File: config.mk
export PLATFORM = sky130hd
export DESIGN_NAME = fpu_nan_propagation_2008
export DESIGN_NICKNAME = d
export VERILOG_FILES = /design/src/fpu_nan_pkg.sv /design/src/nan_class_if.sv /design/src/nan_operand_classify.sv /design/src/fpu_nan_propagation_2008.sv
export VERILOG_INCLUDE_DIRS = /design/src /design/src/src
export SDC_FILE = /design/constraint.sdc
export NUM_CORES = 1
export LEC_CHECK = 0
export BUFFER_PORTS_ARGS = -buffer_cell sky130_fd_sc_hd__buf_2
export CAP_MARGIN = 5
export CORE_MARGIN = 2
export CORE_UTILIZATION = 40
export CTS_CLUSTER_SIZE = 24
export DETAILED_ROUTE_END_ITERATION = 16
export PLACE_DENSITY = 0.79
export SYNTH_ARGS = -nofsm -noshare
export SYNTH_HDL_FRONTEND = slang
export SYNTH_HIERARCHICAL = 1
export SYNTH_SLANG_ARGS = --single-unit
export TNS_END_PERCENT = 1
File: constraint.sdc
create_clock -name i_clk -period 1.27 [get_ports i_clk]
set_clock_uncertainty 0.2 [all_clocks]
set_input_delay 0.3175 -clock i_clk [delete_from_list [all_inputs] [get_ports i_clk]]
set_output_delay 0.3175 -clock i_clk [all_outputs]
set_load 0.1 [all_outputs]
File: src/fpu_nan_defs.svh
// Bit positions, field widths and reset values of the NaN propagation datapath.
// Assumes it is included by its bare name wherever a module needs these figures.
`ifndef FPU_NAN_DEFS_SVH
`define FPU_NAN_DEFS_SVH

// ****************************************************************
// Fixed compatibility flag positions
// ****************************************************************
`define FP_STD_REV_BIT    23
`define FP_FUSED_MA_BIT   20
`define FP_SIGN_OPS_BIT   19
`define FP_NAN_ENC_BIT    18

// ****************************************************************
// Binary format fields
// ****************************************************************
`define FP_DBL_SIGN_BIT   63
`define FP_DBL_MANT_W     52
`define FP_DBL_EXP_ONES   11'h7FF
`define FP_SGL_SIGN_BIT   31
`define FP_SGL_MANT_W     23
`define FP_SGL_EXP_ONES   8'hFF
`define FP_WIDEN_SHIFT    29

// ****************************************************************
// Reset values
// ****************************************************************
`define FP_RESULT_RST     64'h0000000000000000

`endif

File: src/fpu_nan_pkg.sv
// Types shared by the NaN propagation datapath.
// Assumes nothing beyond a SystemVerilog compiler.
package fpu_nan_pkg;

  // ****************************************************************
  // Operation classes seen by the NaN path
  // ****************************************************************
  typedef enum logic [3:0] {
    op_arith2             = 4'h0,
    op_abs                = 4'h1,
    op_neg                = 4'h2,
    op_muladd             = 4'h3,
    op_negated_mul_add    = 4'h4,
    op_negated_mul_sub    = 4'h5,
    op_narrow_precision   = 4'h6,
    op_widen_precision    = 4'h7
  } nan_op_t;

endpackage

File: src/nan_class_if.sv
// Interface between the NaN datapath and its operand classifier.
// Assumes both ends sit in the core clock domain; all signals are combinational.
`timescale 1ns/1ps
`default_nettype none

interface nan_class_if;
  logic [63:0] opnd [3];
  logic        is_double;
  logic [2:0]  is_nan;
  logic [2:0]  is_snan;
  logic [2:0]  sign;
  logic [51:0] mant_al [3];

  modport classifier (
    input  opnd,
    input  is_double,
    output is_nan,
    output is_snan,
    output sign,
    output mant_al
  );

  modport consumer (
    output opnd,
    output is_double,
    input  is_nan,
    input  is_snan,
    input  sign,
    input  mant_al
  );
endinterface

`default_nettype wire

File: src/nan_operand_classify.sv
// Classifies three operands as NaN or signaling NaN and aligns their mantissas.
// Assumes single operands sit in the low 32 bits; mantissas come out left-aligned to 52 bits.
`timescale 1ns/1ps
`default_nettype none
`include "fpu_nan_defs.svh"

module nan_operand_classify (
  nan_class_if.classifier cls
);

  // ****************************************************************
  // Per-operand field extraction
  // ****************************************************************
  for (genvar k = 0; k < 3; k++) begin : g_opnd
    logic        exp_ones;
    logic [51:0] mant;

    // Single fields widen to the double layout so later stages see one format
    assign exp_ones = cls.is_double ?
                      (cls.opnd[k][62:`FP_DBL_MANT_W] == `FP_DBL_EXP_ONES) :
                      (cls.opnd[k][30:`FP_SGL_MANT_W] == `FP_SGL_EXP_ONES);
    assign mant     = cls.is_double ? cls.opnd[k][`FP_DBL_MANT_W-1:0] :
                      {cls.opnd[k][`FP_SGL_MANT_W-1:0], 29'h00000000};

    assign cls.mant_al[k] = mant;
    assign cls.is_nan[k]  = exp_ones && (mant != 52'h0000000000000);
    assign cls.is_snan[k] = exp_ones && (mant != 52'h0000000000000) && !mant[51];
    assign cls.sign[k]    = cls.is_double ? cls.opnd[k][`FP_DBL_SIGN_BIT] :
                            cls.opnd[k][`FP_SGL_SIGN_BIT];
  end

endmodule

`default_nettype wire

File: src/fpu_nan_propagation_2008.sv
// NaN selection and propagation datapath with the fixed compatibility flags.
// Assumes the dispatching pipeline drives all inputs from the core clock domain.
`timescale 1ns/1ps
`default_nettype none
`include "fpu_nan_defs.svh"

module fpu_nan_propagation_2008
  import fpu_nan_pkg::*;
(
  // Clock and reset
  input  wire logic        i_clk,
  input  wire logic        i_resetn,
  // Request
  input  wire logic        i_valid,
  input  wire nan_op_t     i_op,
  input  wire logic        i_is_double,
  input  wire logic        i_need_nan,
  input  wire logic        i_invalid_trap_en,
  input  wire logic [63:0] i_primary_source_operand,
  input  wire logic [63:0] i_second_source_operand,
  input  wire logic [63:0] i_addend_operand,
  // Result
  output logic             o_valid,
  output logic [63:0]      o_result,
  output logic             o_result_is_nan,
  output logic             o_signaling_seen,
  // Fixed compatibility flags
  output logic             o_std_revision_support_flag,
  output logic             o_fused_muladd_flag,
  output logic             o_sign_ops_nonarith_flag,
  output logic             o_nan_encoding_flag,
  output logic [31:0]      o_fpu_implementation_reg,
  output logic [31:0]      o_fpu_control_status_reg
);

  // ****************************************************************
  // Helper functions
  // ****************************************************************
  // Lowest set index gives primary, second, addend precedence
  function automatic logic [1:0] first_of(input logic [2:0] m);
    logic [1:0] r;
    r = 2'h0;
    if (m[0]) begin
      r = 2'h0;
    end else if (m[1]) begin
      r = 2'h1;
    end else if (m[2]) begin
      r = 2'h2;
    end
    return r;
  endfunction

  function automatic logic [51:0] quiet_mant(input logic [51:0] m, input logic dbl);
    logic [51:0] q;
    q = m;
    if (!q[51]) begin
      q[51] = ~q[51];
    end
    if (dbl ? (q == 52'h0000000000000) : (q[51:`FP_WIDEN_SHIFT] == 23'h000000)) begin
      q[50] = 1'b1;
    end
    return q;
  endfunction

  // Exponent forced to all ones in either format
  function automatic logic [63:0] pack_nan(input logic s, input logic [51:0] m,
                                           input logic dbl);
    logic [63:0] r;
    if (dbl) begin
      r = {s, `FP_DBL_EXP_ONES, m};
    end else begin
      r = {32'h00000000, s, `FP_SGL_EXP_ONES, m[51:`FP_WIDEN_SHIFT]};
    end
    return r;
  endfunction

  // ****************************************************************
  // Fixed compatibility flags
  // ****************************************************************
  assign o_std_revision_support_flag = 1'b1;
  assign o_fused_muladd_flag         = 1'b0;
  assign o_sign_ops_nonarith_flag    = 1'b1;
  assign o_nan_encoding_flag         = 1'b1;

  always_comb begin
    o_fpu_implementation_reg                   = 32'h00000000;
    o_fpu_implementation_reg[`FP_STD_REV_BIT]  = o_std_revision_support_flag;
    o_fpu_control_status_reg                   = 32'h00000000;
    o_fpu_control_status_reg[`FP_FUSED_MA_BIT] = o_fused_muladd_flag;
    o_fpu_control_status_reg[`FP_SIGN_OPS_BIT] = o_sign_ops_nonarith_flag;
    o_fpu_control_status_reg[`FP_NAN_ENC_BIT]  = o_nan_encoding_flag;
  end

  // ****************************************************************
  // Operand classification
  // ****************************************************************
  nan_class_if cls_bus ();

  assign cls_bus.opnd[0]   = i_primary_source_operand;
  assign cls_bus.opnd[1]   = i_second_source_operand;
  assign cls_bus.opnd[2]   = i_addend_operand;
  // Narrowing reads a double source, widening a single one
  assign cls_bus.is_double = (i_op == op_narrow_precision) ? 1'b1 :
                             (i_op == op_widen_precision)  ? 1'b0 : i_is_double;

  nan_operand_classify u_classify (
    .cls (cls_bus)
  );

  // ****************************************************************
  // NaN selection
  // ****************************************************************
  logic [2:0]  nan_v;
  logic [2:0]  snan_v;
  logic [1:0]  sel;
  logic [1:0]  prod_sel;
  logic [2:0]  used;
  logic        hit;
  logic        dest_dbl;
  logic        sign_op;
  logic        sel_sign;
  logic [51:0] sel_mant;
  logic [63:0] next_result;
  logic        next_is_nan;
  logic        next_sig;

  assign nan_v   = cls_bus.is_nan;
  assign snan_v  = cls_bus.is_snan;
  assign sign_op = (i_op == op_abs) || (i_op == op_neg);

  always_comb begin
    sel      = 2'h0;
    used     = 3'b001;
    prod_sel = snan_v[1:0] != 2'b00 ? first_of({1'b0, snan_v[1:0]}) :
                                      first_of({1'b0, nan_v[1:0]});
    dest_dbl = i_is_double;
    case (i_op)
      op_arith2: begin
        used = 3'b011;
        sel  = ((snan_v & used) != 3'b000) ? first_of(snan_v & used) :
                                             first_of(nan_v & used);
      end
      op_muladd, op_negated_mul_add, op_negated_mul_sub: begin
        used = 3'b111;
        if (snan_v[2] && !((snan_v[1:0] != 2'b00) && i_invalid_trap_en)) begin
          sel = 2'h2;
        end else if (nan_v[1:0] != 2'b00) begin
          sel = prod_sel;
        end else begin
          sel = 2'h2;
        end
      end
      op_narrow_precision: begin
        dest_dbl = 1'b0;
      end
      op_widen_precision: begin
        dest_dbl = 1'b1;
      end
      default: begin
        sel = 2'h0;
      end
    endcase
  end

  assign hit      = (nan_v & used) != 3'b000;
  assign sel_sign = cls_bus.sign[sel];
  // Quiet mantissa is untouched; left alignment gives zero low bits on widening
  assign sel_mant = quiet_mant(cls_bus.mant_al[sel], cls_bus.is_double);

  always_comb begin
    next_result = `FP_RESULT_RST;
    next_is_nan = 1'b0;
    next_sig    = 1'b0;
    if (sign_op) begin
      // Sign ops are bit operations: no quieting and no exception
      next_result = i_primary_source_operand;
      if (i_is_double) begin
        next_result[`FP_DBL_SIGN_BIT] = (i_op == op_neg) ?
                                        ~i_primary_source_operand[`FP_DBL_SIGN_BIT] : 1'b0;
      end else begin
        next_result[`FP_SGL_SIGN_BIT] = (i_op == op_neg) ?
                                        ~i_primary_source_operand[`FP_SGL_SIGN_BIT] : 1'b0;
      end
      next_is_nan = nan_v[0];
    end else if (hit) begin
      next_result = pack_nan(sel_sign, sel_mant, dest_dbl);
      next_is_nan = 1'b1;
      next_sig    = (snan_v & used) != 3'b000;
    end else if (i_need_nan) begin
      next_result = pack_nan(1'b0, 52'hFFFFFFFFFFFFF, dest_dbl);
      next_is_nan = 1'b1;
    end
  end

  // ****************************************************************
  // Result register
  // ****************************************************************
  always_ff @(posedge i_clk or negedge i_resetn) begin
    if (!i_resetn) begin
      o_valid          <= 1'b0;
      o_result         <= `FP_RESULT_RST;
      o_result_is_nan  <= 1'b0;
      o_signaling_seen <= 1'b0;
    end else begin
      o_valid <= i_valid;
      if (i_valid) begin
        o_result         <= next_result;
        o_result_is_nan  <= next_is_nan;
        o_signaling_seen <= next_sig;
      end
    end
  end
endmodule

`default_nettype wire

==> metrics.md <==
| Metric | Value |
|---|---|
| Outcome | `finished with violations` |
| Violated checks | `setup timing` |
| Synth top area cells | `dfrtp_1 (22%), mux2_2 (10%), and2_1 (7.2%)` |
| Critical R2R Capture | `o_result[22]` |
| Async S/R FF share, synth | `100.0%` |
| RSZ-0062 raised after global routing | `true` |
| HP Start | `i_primary_source_operand[57]` |
| NetSw | `5965 uW` |
| Synth Area per Inst | `7.494 um2` |
| Die W | `142.6 um` |
| Clock root cell | `clkbuf_16` |
| Fin crit share | `323.5%` |
| Global-route wire length before repair | `55,470 um` |
| Synth Instances | `1,025` |
| Initial antenna violation count | `1` |
| Hold path cells | `3` |
| Post-synth top area cell | `dfrtp_1` |
| Final setup vio count | `133` |
| Largest net degree at the start of global routing | `47` |
| Area growth, synth to finish | `65.51%` |
| Clk_lat worst skew | `340 ps` |
| Final setup TNS | `-190,510 ps` |
| GR Util All Layers | `between 30 and 40%` |
| Commonest cells post-synth | `nor2_1 (145), and2_1 (89), a21oi_1 (83)` |
| Vias in the first global route | `~10,000` |
| Critical path cell sequence | `buf_2 -> nand3b_1 -> buf_6 -> nand2_4 -> o21ai_4 -> buf_12 -> buf_4 -> mux2_4 -> or4_4 -> a2111oi_4 -> nand3_1 -> nor3b_1 -> nor3b_2 -> buf_4 -> or3_4 -> o21ai_2 -> mux2i_1 -> or4_1 -> buf_6 -> o221ai_2` |
| Max Cap Viol | `0` |
| Min setup slack post-route | `-2838 ps` |
| Post-Syn Area | `just under 0.008 mm2` |
| Placed cell areas | `between 0.01 and 0.015 mm2` |
| Critical path peak fanout | `10` |
| # clock sinks | `67` |
| GPL Wtd Cong | `1.037` |
| CP max-delay cell | `or4_4` |
| Worst min-delay path category | `input pin to register` |
| Synthesized flop and latch total | `67` |
| R2R Path Start | `o_result[22]` |
| Most instantiated library cell after synthesis | `nor2_1` |
| Fill count | `1,546` |
| I/O Buffers | `268` |
| Top_reg_cell synth | `dfrtp_1` |
| Minimum clock period | `between 4000 and 5000 ps` |
| VDD IR max | `between 0.6 and 0.7 mV` |
| Slew HR | `about three fifths` |
| CTS tree | `yes` |
| Hold Fails Final Rpt | `0` |
| Leakage power | `0.005610 uW` |
| Wire per inst | `21.40 um` |
| Die area | `a little over 0.02 mm2` |
| Crit path kind | `input pin to register` |
| CP Capture Type | `register` |
| Worst Max-Slew Pin Slew | `roughly 620 ps` |
| HPWL Detailed | `29,070 um` |
| # rows | `50` |
| Layout cells sized above 1 | `about half` |
| Register clock-pin slew on the reported worst setup and hold paths | `60 ps` |
| Post-synth EDFFs | `0` |
| Clock power frac | `a little over a fifth` |
| Fmax | `between 200 and 250 MHz` |
| Worst hold slack | `19.79 ps` |
| Slew Viols, Final | `0` |
| CP startpoint kind | `input pin` |
| Yosys warns | `6` |
| Power density over the cells | `979.5 mW/mm2` |
| Routed vias/inst | `5.909` |
| Clock H-tree levels | `3` |
| Total gr overflow | `0` |
| Layout Nets | `1,689` |
| Cts bufs inserted | `9` |
| Top-Level Pins | `337` |
| Dpl cells | `1,701` |
| Post-route ant nets | `0` |
| Area of the core | `~0.019 mm2` |
| CTS max path bufs | `2` |
| Sequential fraction of the synthesis area | `21.83%` |
| Combinational Power Share | `57.2%` |
| Via count | `10,200` |
| Synth top area share | `21.83%` |
| Final instance area | `0.01271 mm2` |
| Hold EP | `o_result[57]` |
| Die Height | `around 140 um` |
| Synth cell types | `64` |
| Worst r2r path cells | `2` |
| Cell-internal power | `around 6500 uW` |
| DRT Pass-1 Iters | `7` |
| Max stage delay on crit path | `430 ps` |
| Initial core utilization | `40.93%` |
| Sw frac | `47.90%` |
| Worst reg2reg setup slack | `approximately 200 ps` |
| Required @ worst endpoint | `1330 ps` |
| Final wirelength | `~37,000 um` |
| Critical Path AT | `4170 ps` |
| Non-Filler Instances | `1,726` |
| Seq pwr share | `21.7%` |
| Iter 0 DRT Violations | `958` |
| Residual DRC count | `0` |
-- routing by layer --
metal	up-vias	wire (um)	GRT usage (%)
li1	4564	-	-
met1	4765	13790	43.63
met2	717	17020	57.95
met3	151	3564	5.922
met4	2	2548	23.50
met5	-	13	0
-- timing repair --
item	in CTS	in global routing
setup endpoints to repair	133	133
hold endpoints to repair	67	0
pin swaps	19	13
hold buffers	1	0
buffers inserted	7	0
gates resized for setup	56	26
cloned	1	0
-- logic make-up (layout without fill, tap and decap cells) --
family	count (synthesis)	after routing	share of synthesized area (%)
buffers and inverters	166	566	12.56
AOI/OAI and AO/OA	298	298	26.58
xor gates and xnor gates	1	1	0.1140
DFF	67	67	21.83
other	2	69	0.09777
muxes	73	73	10.78
and+or+nand+nor	418	418	28.03
-- power by group through the flow --
stage	sequential (uW)	clock [uW]	combinational [uW]
after floorplan	4370	0	2470
after global placement	2730	0	6790
after detailed placement	2730	0	6830
after CTS	2700	2630	6990
after global routing	2730	2710	7370
final	2710	2630	7120
-- flip-flops by register name (all words and copies together), names as in the netlist --
register          cells
o_result             64
o_valid               1
o_result_is_nan       1
o_signaling_seen      1
-- final cells by class --
cell class                 count  area, um2  share of cell area (%)
inverter                       9      33.78                  0.2657
sequential                    67       1684                   13.25
tap                          234      292.8                   2.303
antenna                        1      2.502                 0.01968
clock inverter                 4      51.30                  0.4035
clock buffer                  11      242.7                   1.909
multi-input combinational    858       5675                   44.64
timing repair buffer         542       4731                   37.21
-- metrics by stage --
stage	setup WS (ps)	total power, uW	utilization [%]
after floorplan	-2671	6843	-
after global placement	-3351	9518	63.51
after detailed placement	-3502	9563	63.51
after CTS	-2803	12320	67.01
after global routing	-3016	12810	67.73
final	-2838	12450	67.74
-- worst max-delay path, delay by kind of cell --
| family | cells | cell delay [ps] |
|---|---|---|
| simple gates | 8 | 1970 |
| buf+inv | 6 | 920 |
| compound gates | 4 | 570 |
| mux | 2 | 360 |
-- how the worst max path moves through the flow --
stage	startpoint	end	slack [ps]	depth (start not counted)
detailed placement	i_op[3]	o_result[20]	-3500	16
finish	i_op[3]	o_result[24]	-2840	20
global route	i_op[3]	o_result[25]	-3020	20
global placement	i_op[3]	o_result[15]	-3350	16
CTS	i_op[3]	o_result[25]	-2800	20
floorplan	i_op[1]	o_result[22]	-2670	17
-- cells in the final DEF (no fill, tap or decap), types with 8 or more instances in the layout --
cell	instances
mux2_2	70
nor2_1	142
o31ai_1	8
nand4_1	19
nand3_1	19
o221ai_2	8
buf_12	89
dfrtp_1	61
a21oi_1	65
conb_1	68
and3_1	10
clkbuf_16	9
nor3_1	11
a311oi_1	14
o21ai_1	11
a211oi_1	8
o21ai_0	43
a21oi_2	15
a31oi_1	53
buf_2	200
or3_1	8
o221ai_1	12
a211oi_2	14
nand2_1	48
buf_4	244
inv_1	9
and2_1	89
nor4_1	30
Note: power is estimated with default switching activity, not from simulation.
